### config.mk
export PLATFORM = sky130hd
export DESIGN_NAME = uaf_top
export DESIGN_NICKNAME = d
export VERILOG_FILES = /design/src/include/uaf_pkg.sv /design/src/include/uaf_frame_if.sv /design/src/logic/uaf_frame_filter.sv /design/src/logic/uaf_top.sv
export SDC_FILE = /design/constraint.sdc
export NUM_CORES = 1
export LEC_CHECK = 0
export BUFFER_PORTS_ARGS = -buffer_cell sky130_fd_sc_hd__buf_2
export CAP_MARGIN = 20
export CORE_ASPECT_RATIO = 1.2
export CORE_UTILIZATION = 47
export DETAILED_ROUTE_END_ITERATION = 10
export MAX_ROUTING_LAYER = met4
export PLACE_DENSITY = 0.8
export SLEW_MARGIN = 30
export SYNTH_ARGS = -nofsm -noshare
export SYNTH_HDL_FRONTEND = slang
export SYNTH_SLANG_ARGS = --single-unit
### constraint.sdc
create_clock -name mclk -period 1.9 [get_ports mclk]
set_input_delay 0.095 -clock mclk [delete_from_list [all_inputs] [get_ports mclk]]
set_output_delay 0.095 -clock mclk [all_outputs]
set_load 0.01 [all_outputs]
### src/include/uaf_pkg.sv
// Constants, field positions and state type for the address-filter block
package uaf_pkg;
  // Register word indices on the Avalon-MM port
  localparam logic [1:0] ADDR_DATA   = 2'h0;
  localparam logic [1:0] ADDR_CSA    = 2'h1;
  localparam logic [1:0] ADDR_CSB    = 2'h2;
  localparam logic [1:0] ADDR_SHARED = 2'h3;
  // serial_ctrl_status_a bit positions
  localparam int CSA_RXDONE = 7;
  localparam int CSA_TXDONE = 6;
  localparam int CSA_UDRE = 5;
  localparam int CSA_FE   = 4;
  localparam int CSA_DOR  = 3;
  localparam int CSA_PE   = 2;
  localparam int CSA_U2X  = 1;
  localparam int CSA_FILT = 0;
  // Control B bit positions
  localparam int CSB_RXEN = 4;
  localparam int CSB_TXEN = 3;
  localparam int CSB_SZ2  = 2;
  localparam int CSB_RX9  = 1;
  localparam int CSB_TX9  = 0;
  // Frame-control bit positions
  localparam int CSC_SEL  = 7;
  localparam int CSC_SYNC = 6;
  localparam int CSC_PM1  = 5;
  localparam int CSC_PM0  = 4;
  localparam int CSC_TWO  = 3;
  localparam int CSC_SZ1  = 2;
  localparam int CSC_SZ0  = 1;
  localparam int CSC_POL  = 0;
  // Reset values
  localparam logic [7:0] CSB_RST   = 8'h00;
  localparam logic [7:0] CSC_RST   = 8'h86;
  localparam logic [6:0] BAUDH_RST = 7'h00;
  // Character size code for nine data bits
  localparam logic [2:0] SIZE_NINE = 3'h7;

  typedef struct packed {
    logic       waitReq;
    logic [7:0] rdData;
    logic       prevShared;
    logic [7:0] rxData;
    logic       rxNinth;
    logic       rxDone;
    logic       txDone;
    logic       fe;
    logic       dor;
    logic       pe;
    logic       u2x;
    logic       filt;
    logic [7:0] csb;
    logic [6:0] csc;
    logic [6:0] baudHigh;
  } uaf_state_t;
endpackage : uaf_pkg

### src/include/uaf_frame_if.sv
// Received-frame carrier between the register core and the frame filter
`timescale 1ns/100ps
interface uaf_frame_if;
  logic       valid;
  logic [8:0] data;
  logic       stopBit;
  logic       nineBit;
  logic       filterEn;
  logic       accept;
  logic       isAddr;
  modport src (output valid, data, stopBit, nineBit, filterEn, input accept, isAddr);
  modport flt (input valid, data, stopBit, nineBit, filterEn, output accept, isAddr);
endinterface : uaf_frame_if

### src/logic/uaf_frame_filter.sv
// Frame-type decode and address filter for received frames
`timescale 1ns/100ps
module uaf_frame_filter (
  uaf_frame_if.flt frm
);
  import uaf_pkg::*;

  // Ninth data bit or first stop bit carries the type
  assign frm.isAddr = frm.nineBit ? frm.data[8] : frm.stopBit;
  // Data frames dropped only while filtering
  assign frm.accept = frm.valid & (~frm.filterEn | frm.isAddr);
endmodule : uaf_frame_filter

### src/logic/uaf_top.sv
// Register core with address filtering and shared-location access
// Notes on behaviour
// - With filter bit set, non-address frames are dropped, never buffered.
// - For five to eight data bits, first stop bit gives frame type.
// - For nine data bits, ninth bit (also stored) gives frame type.
// - Type one means address frame; type zero means data frame.
// - Transmitter ignores the filter bit; only receiver filters.
// - Accepted address frame is buffered and sets receive-complete normally.
// - With filter bit clear, every data frame is accepted normally.
// - Transmitter and receiver share one character-size setting.
// - Shared-location write: top bit zero writes baud high, one frame-control.
// - Shared read returns baud high; right after such read, frame-control.
// - Writing one clears transmit-complete; interrupt acknowledge clears it too.
// - Frame-control read returns its select bit as one.
// - Filter enable is bit 0 of control-and-status register A.
//
// Register access over Avalon-MM and the register offsets are this design's own decisions.
`timescale 1ns/100ps
module uaf_top (
  // Clock and reset
  input  wire logic        mclk,
  input  wire logic        rst,
  // Avalon-MM slave
  input  wire logic [1:0]  avs_address,
  input  wire logic        avs_read,
  input  wire logic        avs_write,
  input  wire logic [31:0] avs_writedata,
  input  wire logic [3:0]  avs_byteenable,
  output logic      [31:0] avs_readdata,
  output logic             avs_waitrequest,
  // Receiver frame handoff
  input  wire logic        rxFrameValid,
  input  wire logic [8:0]  rxFrameData,
  input  wire logic        rxStopBit,
  input  wire logic        rxParityErr,
  // Transmitter status
  input  wire logic        txShiftDone,
  input  wire logic        txBufEmpty,
  input  wire logic        txDoneAck,
  // Shared configuration
  output logic [2:0]       charSizeSel,
  output logic             twoStopSel,
  output logic [1:0]       parityMode,
  output logic             syncMode,
  output logic             clkPolarity,
  output logic             doubleSpeed,
  output logic             addrFilterEn,
  output logic             rxEnable,
  output logic             txEnable,
  output logic             txNinthBit,
  output logic             txCompleteFlag,
  output logic [6:0]       baudDivHigh
);
  import uaf_pkg::*;

  uaf_state_t st;
  uaf_state_t next_st;
  uaf_frame_if frm ();

  logic       req;
  logic       done;
  logic       wrByte;
  logic       dataRead;
  logic [7:0] readMux;
  logic [2:0] sizeCode;

  uaf_frame_filter u_filter (
    .frm (frm.flt)
  );

  // One size code for both directions
  assign sizeCode     = {st.csb[CSB_SZ2], st.csc[CSC_SZ1], st.csc[CSC_SZ0]};
  assign frm.valid    = rxFrameValid & st.csb[CSB_RXEN];
  assign frm.data     = rxFrameData;
  assign frm.stopBit  = rxStopBit;
  assign frm.nineBit  = (sizeCode == SIZE_NINE);
  assign frm.filterEn = st.filt;

  assign req      = avs_read | avs_write;
  assign done     = req & ~st.waitReq;
  assign wrByte   = done & avs_write & avs_byteenable[0];
  assign dataRead = done & avs_read & (avs_address == ADDR_DATA);

  always_comb begin
    unique case (avs_address)
      ADDR_DATA:
        readMux = st.rxData;
      ADDR_CSA:
        readMux = {st.rxDone, st.txDone, txBufEmpty, st.fe, st.dor, st.pe, st.u2x, st.filt};
      ADDR_CSB:
        readMux = {st.csb[7:CSB_SZ2], st.rxNinth, st.csb[CSB_TX9]};
      ADDR_SHARED: begin
        // Second of a back-to-back pair sees frame control
        if (st.prevShared) begin
          readMux = {1'b1, st.csc};
        end else begin
          readMux = {1'b0, st.baudHigh};
        end
      end
    endcase
  end

  always_comb begin
    next_st = st;
    // Only a shared read completing this edge arms the pair
    next_st.prevShared = done & avs_read & (avs_address == ADDR_SHARED);

    // Two-cycle handshake: answer captured, then released
    if (req && st.waitReq) begin
      next_st.waitReq = 1'b0;
      next_st.rdData  = readMux;
    end else begin
      next_st.waitReq = 1'b1;
    end

    // Reading the data port empties the one-deep buffer
    if (dataRead) begin
      next_st.rxDone = 1'b0;
      next_st.fe  = 1'b0;
      next_st.dor = 1'b0;
      next_st.pe  = 1'b0;
    end

    if (wrByte) begin
      unique case (avs_address)
        ADDR_DATA: begin
        end
        ADDR_CSA: begin
          // Write-one-to-clear; error flags are read only
          if (avs_writedata[CSA_TXDONE]) begin
            next_st.txDone = 1'b0;
          end
          next_st.u2x  = avs_writedata[CSA_U2X];
          next_st.filt = avs_writedata[CSA_FILT];
        end
        ADDR_CSB: begin
          next_st.csb = avs_writedata[7:0];
        end
        ADDR_SHARED: begin
          if (avs_writedata[CSC_SEL]) begin
            next_st.csc = avs_writedata[CSC_SEL-1:0];
          end else begin
            next_st.baudHigh = avs_writedata[CSC_SEL-1:0];
          end
        end
      endcase
    end

    // Hardware clears first, sets last, so a coincident event wins
    if (txDoneAck) begin
      next_st.txDone = 1'b0;
    end
    if (txShiftDone) begin
      next_st.txDone = 1'b1;
    end

    // Disabled receiver flushes the buffer and its flags
    if (!st.csb[CSB_RXEN]) begin
      next_st.rxDone = 1'b0;
      next_st.fe  = 1'b0;
      next_st.dor = 1'b0;
      next_st.pe  = 1'b0;
    end

    // Dropped frames touch nothing at all
    if (frm.accept) begin
      if (next_st.rxDone) begin
        // Buffer still full: keep old data, flag the loss
        next_st.dor = 1'b1;
      end else begin
        next_st.rxData  = rxFrameData[7:0];
        next_st.rxNinth = rxFrameData[8];
        next_st.rxDone  = 1'b1;
        next_st.fe      = ~rxStopBit;
        next_st.pe      = rxParityErr & st.csc[CSC_PM1];
      end
    end
  end

  always_ff @(posedge mclk) begin
    if (rst) begin
      st            <= '0;
      st.waitReq    <= 1'b1;
      st.csb        <= CSB_RST;
      st.csc        <= CSC_RST[CSC_SEL-1:0];
      st.baudHigh   <= BAUDH_RST;
    end else begin
      st <= next_st;
    end
  end

  // Outputs straight from state; filter bit feeds no transmit output
  assign avs_readdata    = {24'h000000, st.rdData};
  assign avs_waitrequest = st.waitReq;
  assign charSizeSel     = sizeCode;
  assign twoStopSel      = st.csc[CSC_TWO];
  assign parityMode      = {st.csc[CSC_PM1], st.csc[CSC_PM0]};
  assign syncMode        = st.csc[CSC_SYNC];
  assign clkPolarity     = st.csc[CSC_POL];
  assign doubleSpeed     = st.u2x;
  assign addrFilterEn    = st.filt;
  assign rxEnable        = st.csb[CSB_RXEN];
  assign txEnable        = st.csb[CSB_TXEN];
  assign txNinthBit      = st.csb[CSB_TX9];
  assign txCompleteFlag  = st.txDone;
  assign baudDivHigh     = st.baudHigh;
endmodule : uaf_top

==> results of run 1 <==
-- cell type report --
type,count,share of cell area [%]
Timing Repair Buffer,66,12.85
Clock buffer,8,3.699
Multi-Input combinational cell,165,45.08
Sequential cell,47,34.77
Tap cell,60,2.774
Inverter,6,0.8322
-- per-layer routing --
layer  share of wire, %  vias up  wire, um
met1                 43      818      2017
met5                  0        -         0
met2                 50       66      2335
met3                4.8       12       226
li1                   -      856         -
met4                2.9        0       135
-- critical path, cell delays in order, from the launching register on --
cell and delay, ps:
dfxtp_1 680, mux2_4 360, mux4_2 480, nand2_1 90, a21oi_1 60
-- kinds of logic after synthesis --
kind of cell,Yosys count,share of synthesized area (%)
and+or+nand+nor,77,16.72
muxes,47,24.15
other,1,0.1496
DFF,47,37.52
AOI/OAI and AO/OA,17,4.192
buffers and inverters,63,17.27
-- worst paths after layout --
path              startpoint  slack (ps)         endpoint  cells past startpoint
min              txShiftDone          20   txCompleteFlag                      3
max reg2reg           st[38]         130  avs_readdata[0]                      4
max                   st[38]         130  avs_readdata[0]                      4
min reg2reg  avs_readdata[4]         450  avs_readdata[4]                      2
-- sequential cells by signal (all words and copies together) (netlist names) --
name,flops
clkPolarity,1
syncMode,1
twoStopSel,1
avs_readdata,8
doubleSpeed,1
rxEnable,1
charSizeSel,3
avs_waitrequest,1
parityMode,2
txNinthBit,1
addrFilterEn,1
txEnable,1
st,17
txCompleteFlag,1
baudDivHigh,7
-- power breakdown --
group | internal [mW] | switching, mW | leakage [nW]
registers | 0.993 | 0.00937 | 0.379
clock network | 0.332 | 0.323 | 0.0515
logic | 0.0671 | 0.0965 | 0.755
-- synth_stat cells (2+ instances only) --
master    count  area share (%)
mux4_2        8             7.2
dfxtp_1      47              38
buf_4        46              14
a211o_1       3             1.0
nand2b_1     19             4.7
a21oi_1      10             2.0
nor2_1       23             3.4
nand2_1      19             2.8
mux2i_1      32              13
mux2_4        7             4.2
nor3b_1       3            0.90
buf_6         3             1.3
inv_1         6            0.90
clkbuf_1      7             1.0
nand3b_1      2            0.60
-- through the flow --
stage                     std cells  area (um2)  power, mW  hold slack (ps)  worst slack, ps
after floorplan                 275        2594      1.167            224.4            447.2
after global placement          344        2606      1.185            333.0            191.3
after detailed placement        344        2606      1.189            338.3            152.1
after CTS                       352        2706      1.827            20.82            135.6
after global routing            352        2706      1.895            11.55            95.05
final                           352        2706      1.821            20.60            131.2
==> flow_metrics.py, run 1 <==
metrics = {
    "floorplanning": {
        "coreArea_um2": 5045,
        "fp.dieH_um": 82.01,
        "die_x_um": 68.68,
        "start_util_pct": 49.70,
        "dieArea_um2": 5632,
        "num_rows": 28,
        "ios": 111,
    },
    "synthesis": {
        "synth_seq_area_share_pct": 37.52,
        "syn-cell-area_um2": 2507,
        "avgSynthCellArea_um2": 9.950,
        "synth-seq-cells": 47,
        "synth_edf_count": 0,
        "async_reset_ff_share_pct": 0,
        "ys_types": 32,
        "synth-main-ff-cell": "dfxtp_1",
        "yosysWarningCount": 0,
        "synth_cells": 252,
    },
    "critical_path": {
        "critPathMaxFanout": 8,
        "startpoint_type": "flop",
        "critPathRequiredTime_ps": 2090,
        "cp-end-kind": "flop",
        "critPathKind": "flop to flop",
        "critPathArrivalTime_ps": 1960,
    },
    "detailed_routing": {
        "via_per_inst": 4.977,
        "wl_mm": 4.714,
        "vias": 1752,
        "drt_first_iter_violations": 56,
        "drt.antenna.violating_nets": 0,
        "first_pass_iters": 6,
        "wl_per_cell_um": 13.39,
        "drc_errors": 0,
    },
    "clocking": {
        "cts_tree": "built",
        "clock_latency_ps": 290,
        "clkSinkCount": 47,
        "cts_resized": 0,
        "clockBufferDepth": 2,
        "postCtsHoldBufs": 0,
        "postCtsSetupBuffers": 0,
        "cts-root-buf": "clkbuf_8",
        "cts_made_buffers": 5,
        "ctsHtreeMaxLevel": 2,
        "path_clk_slew_ps": 80,
    },
    "pwr": {
        "power.leakage_nw": 1.186,
        "power_density_nw_per_um2": 672.8,
        "vdd_ir_drop_max_mv": 0.4736,
    },
    "place": {
        "dpl.hpwl_mm": 3.668,
        "place_congestion": 0.8257,
        "portBuffers": 59,
    },
    "layout": {
        "mostFrequentLayoutCells": "buf_2, dfxtp_1, mux2i_1, conb_1, nor2_1",
        "ff_latch_area_um2": 940.9,
        "fin_util_pct": 53.65,
        "antenna_cells": 0,
        "fill_cells": 457,
        "mostFrequentLayoutCell": "buf_2",
        "syn_to_final_growth_pct": 7.934,
        "multi_input_area_um2": 1220,
        "fin_nets": 348,
        "drive_gt1_share_pct": 31.51,
    },
    "global_routing": {
        "grt_max_degree": 27,
        "grt.overflow.total": 0,
        "grt.total_usage_pct": 18.42,
        "grt_use_met3_pct": 4.306,
        "grt_use_met1_pct": 20.59,
        "antenna_found_initial": 0,
        "grt_use_met2_pct": 30.39,
        "globalRoute.busiestLayer": "met2",
        "grt_pass1_wl_mm": 7.396,
        "first_global_vias": 1614,
    },
    "run": {
        "drv_cap": 0,
    },
    "timing": {
        "worst_slew_pin_slew_ps": 555.6,
        "finalSetupViolCount": 0,
        "relSlewSlack_pct": 62.91,
        "fin_crit_ps": 1769,
        "clock_skew_ps": 5.353,
        "drv_slew": 0,
        "fin_tns_setup_ps": 0,
        "hold_violations": 0,
        "max_freq_ghz": 0.5653,
        "period_share_pct": 93.10,
        "rsz0062_at_grt": "no",
    },
    "min_path": {
        "hp-class": "primary input to flop",
    },
    "outcome": {
        "status": "finished, final reports clean",
    },
}
Power figures use the tool's default switching activity.
==> run 2, diff against run 1 <==
--- a/config.mk
+++ b/config.mk
@@ -15,4 +15,5 @@
 export SLEW_MARGIN = 30
 export SYNTH_ARGS = -nofsm -noshare
 export SYNTH_HDL_FRONTEND = slang
+export SYNTH_HIERARCHICAL = 1
 export SYNTH_SLANG_ARGS = --single-unit
==> flow_metrics.py, run 2 <==
metrics = {
    "outcome": {
        "status": "finished, final reports clean",
    },
    "layout": {
        "stdcell_count": 368,
        "stdcell_area_um2": 2616,
        "drive_gt1_share_pct": 25.32,
        "antenna_cells": 0,
        "multi_input_area_um2": 1127,
        "regMostFlops": "st",
        "fill_cells": 478,
        "ff_latch_area_um2": 940.9,
        "syn_to_final_growth_pct": 7.839,
        "mostFrequentLayoutCells": "buf_2, dfxtp_1, nor2_1, mux2i_1, conb_1",
        "fin_nets": 365,
        "mostFrequentLayoutCell": "buf_2",
        "largest_register_ffs": 17,
    },
    "global_routing": {
        "antenna_found_initial": 0,
        "grt.total_usage_pct": 19.83,
        "grt.overflow.total": 0,
        "grt_max_degree": 35,
        "grt_pass1_wl_mm": 7.803,
        "first_global_vias": 1661,
    },
    "pwr": {
        "power.leakage_nw": 1.170,
        "p_comb_share_pct": 9.4,
        "power_frac_seq_pct": 53.3,
        "power_switching_mw": 0.4426,
        "p_int_mw": 1.447,
        "clkPwrFrac_pct": 37.3,
        "power_density_nw_per_um2": 722.3,
        "sw_frac_of_total_pct": 23.42,
        "vdd_ir_drop_max_mv": 0.4731,
    },
    "clocking": {
        "clockBufferDepth": 2,
        "clkSinkCount": 47,
        "path_clk_slew_ps": 80,
        "postCtsHoldBufs": 0,
        "clock_latency_ps": 300,
        "cts_resized": 0,
        "cts-root-buf": "clkbuf_8",
        "postCtsSetupBuffers": 0,
        "cts_tree": "built",
        "cts_made_buffers": 5,
        "ctsHtreeMaxLevel": 2,
    },
    "critical_path": {
        "crit_start": "charSizeSel[2]",
        "endpoint": "st[30]",
        "r2r_end": "st[30]",
        "startpoint_type": "flop",
        "critPathMaxFanout": 5,
        "r2r_start": "charSizeSel[2]",
        "critPathKind": "flop to flop",
        "r2r_setup_slack_ps": 130,
        "cp-end-kind": "flop",
        "critPathRequiredTime_ps": 2090,
        "critPathArrivalTime_ps": 1960,
        "r2r_cells": 7,
    },
    "timing": {
        "fin_crit_ps": 1771,
        "hold_violations": 0,
        "finalSetupViolCount": 0,
        "rsz0062_at_grt": "no",
        "worst_slew_pin_slew_ps": 541.3,
        "fin_tns_setup_ps": 0,
        "fin_ws_ps": 129.4,
        "relSlewSlack_pct": 63.80,
        "max_freq_ghz": 0.5648,
        "drv_slew": 0,
        "period_share_pct": 93.19,
        "clock_skew_ps": 7.405,
    },
    "place": {
        "place_congestion": 0.8621,
        "dpl.hpwl_mm": 3.572,
        "place_area_um2": 2514,
        "dp_slack_ps": 146.8,
        "portBuffers": 59,
        "place_inst": 361,
    },
    "floorplanning": {
        "fp.dieH_um": 80.71,
        "die_x_um": 67.59,
        "start_util_pct": 49.11,
        "num_rows": 28,
        "coreArea_um2": 4940,
        "dieArea_um2": 5454,
        "ios": 111,
    },
    "synthesis": {
        "async_reset_ff_share_pct": 0,
        "avgSynthCellArea_um2": 8.919,
        "synth-main-ff-cell": "dfxtp_1",
        "synth.area.top_cells": "dfxtp_1, mux2i_1, buf_4",
        "ys_types": 36,
        "netlist_top_cells_count": "dfxtp_1, buf_4, nor2_1",
        "yosysWarningCount": 6,
        "synth_seq_area_share_pct": 38.78,
        "yosysMostFrequentCell": "dfxtp_1",
        "synth_cells": 272,
        "synth_edf_count": 0,
        "synth_top_area_share_pct": 38.78,
        "synth_area_leader_cell": "dfxtp_1",
        "syn-cell-area_um2": 2426,
        "synth-seq-cells": 47,
    },
    "detailed_routing": {
        "drt_first_iter_violations": 65,
        "drt.antenna.violating_nets": 0,
        "via_per_inst": 4.813,
        "vias": 1771,
        "wl_per_cell_um": 12.69,
        "drc_errors": 0,
        "first_pass_iters": 4,
        "wl_mm": 4.671,
    },
    "run": {
        "drv_cap": 0,
    },
    "min_path": {
        "hp-class": "primary input to flop",
    },
}
## run 2: worst min-delay path by stage
stage	end	depth (start not counted)	from	slack [ps]
final	st[31]	3	rxFrameData[1]	20
after global routing	st[33]	3	rxFrameData[3]	20
after CTS	st[31]	3	rxFrameData[1]	20
after detailed placement	st[31]	3	rxFrameData[1]	340
after global placement	st[31]	3	rxFrameData[1]	340
after floorplan	txCompleteFlag	2	txShiftDone	220
## run 2: cell families after synthesis
| group | synth area share [%] |
|---|---|
| and+or+nand+nor | 16.45 |
| other | 0.1546 |
| DFF | 38.78 |
| muxes | 16.81 |
| buffers and inverters | 18.31 |
| AOI/OAI and AO/OA | 9.489 |
## run 2: area by class of cell
type                       instances  share of cell area, %
clock buffer                       6                  2.774
clock inverter                     1                  1.148
inverter                          12                  1.722
multi-input combinational        179                  43.09
sequential                        47                  35.96
tap                               60                  2.869
timing repair buffer              63                  12.43
## run 2: through the flow
stage                     total power [mW]  hold slack [ps]  utilization, %
after floorplan                      1.188            224.4               -
after global placement               1.206            336.4           50.89
after detailed placement             1.210            341.8           50.89
after CTS                            1.908            22.73           52.96
after global routing                 1.975            19.26           52.96
final                                1.890            24.70           52.96
## run 2: power groups by stage
stage | Sequential (mW) | Combinational, mW | Clock, mW
6_report | 1.01 | 0.178 | 0.704
5_1_grt | 1.01 | 0.201 | 0.763
4_1_cts | 1.01 | 0.179 | 0.721
3_5_place_dp | 1.03 | 0.179 | 0
3_3_place_gp | 1.03 | 0.175 | 0
2_1_floorplan | 1.03 | 0.158 | 0
## run 2: routing by layer
layer	up-vias	global-route usage, %	wire [um]
li1	900	-	-
met1	801	24.17	2151
met2	63	31.88	2166
met3	7	4.403	296
met4	0	6.383	57
met5	-	-	0
## run 2: critical path, cell delays in order (launching register included)
cell and delay (ps):
dfxtp_1 370, and3_1 210, mux2_4 300, o21a_1 200, o21ai_1 110, buf_4 190
mux2i_1 200, nor2_1 60
==> run 3, diff against run 2 <==
--- a/config.mk
+++ b/config.mk
@@ -6,12 +6,11 @@
 export NUM_CORES = 1
 export LEC_CHECK = 0
 export BUFFER_PORTS_ARGS = -buffer_cell sky130_fd_sc_hd__buf_2
-export CAP_MARGIN = 20
 export CORE_ASPECT_RATIO = 1.2
-export CORE_UTILIZATION = 47
+export CORE_UTILIZATION = 45
 export DETAILED_ROUTE_END_ITERATION = 10
 export MAX_ROUTING_LAYER = met4
-export PLACE_DENSITY = 0.8
+export PLACE_DENSITY = 0.77
 export SLEW_MARGIN = 30
 export SYNTH_ARGS = -nofsm -noshare
 export SYNTH_HDL_FRONTEND = slang
==> flow_metrics.py, run 3 (synthesis gave the netlist of run 2 again) <==
metrics = {
    "critical_path": {
        "crit_start": "charSizeSel[2]",
        "crit_chain": "and3_1 > mux2_4 > o21a_1 > o21ai_1 > buf_4 > mux2i_1 > nor2_1",
        "cp-end-kind": "flop",
        "critPathKind": "flop to flop",
        "critPathArrivalTime_ps": 1930,
        "r2r_setup_slack_ps": 160,
        "critPathRequiredTime_ps": 2090,
        "critPathMaxFanout": 7,
        "r2r_cells": 7,
        "cpMaxStageDelayCell": "dfxtp_2",
        "startpoint_type": "flop",
        "cp_slowest_stage_delay_ps": 350,
        "r2r_start": "charSizeSel[2]",
        "r2r_end": "st[29]",
    },
    "floorplanning": {
        "dieArea_um2": 5690,
        "fp.dieH_um": 82.43,
        "coreArea_um2": 5045,
        "ios": 111,
        "die_x_um": 69.03,
        "start_util_pct": 48.09,
        "num_rows": 28,
    },
    "pwr": {
        "power_switching_mw": 0.4685,
        "power_frac_seq_pct": 55.1,
        "clkPwrFrac_pct": 35.1,
        "p_int_mw": 1.360,
        "p_comb_share_pct": 9.7,
        "sw_frac_of_total_pct": 25.62,
        "power_density_nw_per_um2": 696.9,
        "vdd_ir_drop_max_mv": 0.6002,
        "power.leakage_nw": 1.170,
    },
    "layout": {
        "largest_register_ffs": 17,
        "fill_cells": 485,
        "regMostFlops": "st",
        "mostFrequentLayoutCells": "buf_2, dfxtp_1, nor2_1, mux2i_1, conb_1",
        "mostFrequentLayoutCell": "buf_2",
        "multi_input_area_um2": 1127,
        "syn_to_final_growth_pct": 8.149,
        "fin_util_pct": 52.01,
        "antenna_cells": 0,
        "ff_latch_area_um2": 944.7,
        "stdcell_area_um2": 2624,
        "fin_nets": 366,
        "drive_gt1_share_pct": 27.10,
    },
    "detailed_routing": {
        "first_pass_iters": 4,
        "drt.antenna.violating_nets": 0,
        "via_per_inst": 4.895,
        "drt_first_iter_violations": 71,
        "wl_mm": 4.711,
        "vias": 1811,
        "drc_errors": 0,
        "wl_per_cell_um": 12.73,
    },
    "min_path": {
        "hold_start": "rxFrameData[3]",
        "holdPathEnd": "st[33]",
        "hp-class": "primary input to flop",
        "whs_path_depth": 3,
    },
    "clocking": {
        "ctsHtreeMaxLevel": 2,
        "path_clk_slew_ps": 90,
        "cts-root-buf": "clkbuf_8",
        "clock_latency_ps": 300,
        "cts_resized": 0,
        "cts_tree": "built",
        "postCtsHoldBufs": 0,
        "postCtsSetupBuffers": 0,
        "clockBufferDepth": 2,
        "cts_made_buffers": 5,
        "clkSinkCount": 47,
    },
    "timing": {
        "fin_tns_setup_ps": 0,
        "hold_violations": 0,
        "drv_slew": 0,
        "worst_slew_pin_slew_ps": 514.8,
        "rsz0062_at_grt": "no",
        "relSlewSlack_pct": 65.57,
        "period_share_pct": 91.35,
        "clock_skew_ps": 10.40,
        "finalSetupViolCount": 0,
        "max_freq_ghz": 0.5762,
        "fin_crit_ps": 1736,
    },
    "place": {
        "portBuffers": 59,
        "place_area_um2": 2521,
        "place_congestion": 0.8265,
        "dpl.hpwl_mm": 3.596,
    },
    "global_routing": {
        "grt.total_usage_pct": 18.63,
        "antenna_found_initial": 0,
        "grt_pass1_wl_mm": 7.976,
        "grt_max_degree": 41,
        "grt.overflow.total": 0,
        "first_global_vias": 1665,
    },
    "outcome": {
        "status": "finished, final reports clean",
    },
    "run": {
        "drv_cap": 0,
    },
}
[run 3: stage by stage]
stage | total power [mW] | hold slack, ps | cells | setup WS (ps)
final | 1.829 | 17.04 | 370 | 164.4
after global routing | 1.907 | 31.06 | 370 | 22.52
after CTS | 1.850 | 9.784 | 370 | 123.9
after detailed placement | 1.210 | 334.6 | 362 | 135.1
after global placement | 1.206 | 329.1 | 362 | 176.9
after floorplan | 1.188 | 224.4 | 295 | 278.4
[run 3: final cells by class]
cell class              instances  area share, %
clock buffers                   6          3.147
clock inverters                 2         0.6199
inverters                      12          1.717
multi-input cells             179          42.97
flip-flops and latches         47          36.00
well taps                      60          2.861
repair buffers                 64          12.68
[run 3: worst max-delay path: cells and delay by family (launching register included)]
| kind | cells | cell delay [ps] |
|---|---|---|
| buf+inv | 1 | 210 |
| mux | 2 | 520 |
| flops | 1 | 350 |
| simple gates | 2 | 240 |
| compound gates | 2 | 300 |
[run 3: power by group through the flow]
stage,sequential (mW),combinational [mW],clock (mW)
after global routing,1.01,0.199,0.698
after detailed placement,1.03,0.179,0
after floorplan,1.03,0.158,0
after global placement,1.03,0.176,0
final,1.01,0.178,0.643
after CTS,1.01,0.180,0.662
[run 3: worst max path at each step]
stage                        end  cells after the start
after floorplan           st[29]                      7
after global placement    st[33]                      7
after detailed placement  st[29]                      7
after global routing      st[35]                      7
final                     st[29]                      7
after CTS                 st[29]                      7
[run 3: per-layer routing]
metal,share of wire (%),wire length [um],global-route usage [%],vias up
met2,46,2168,30.10,63
met1,47,2206,22.46,831
met4,2.1,97,8.163,0
met3,5.1,238,4.369,9
li1,-,-,-,908
met5,0,0,-,-
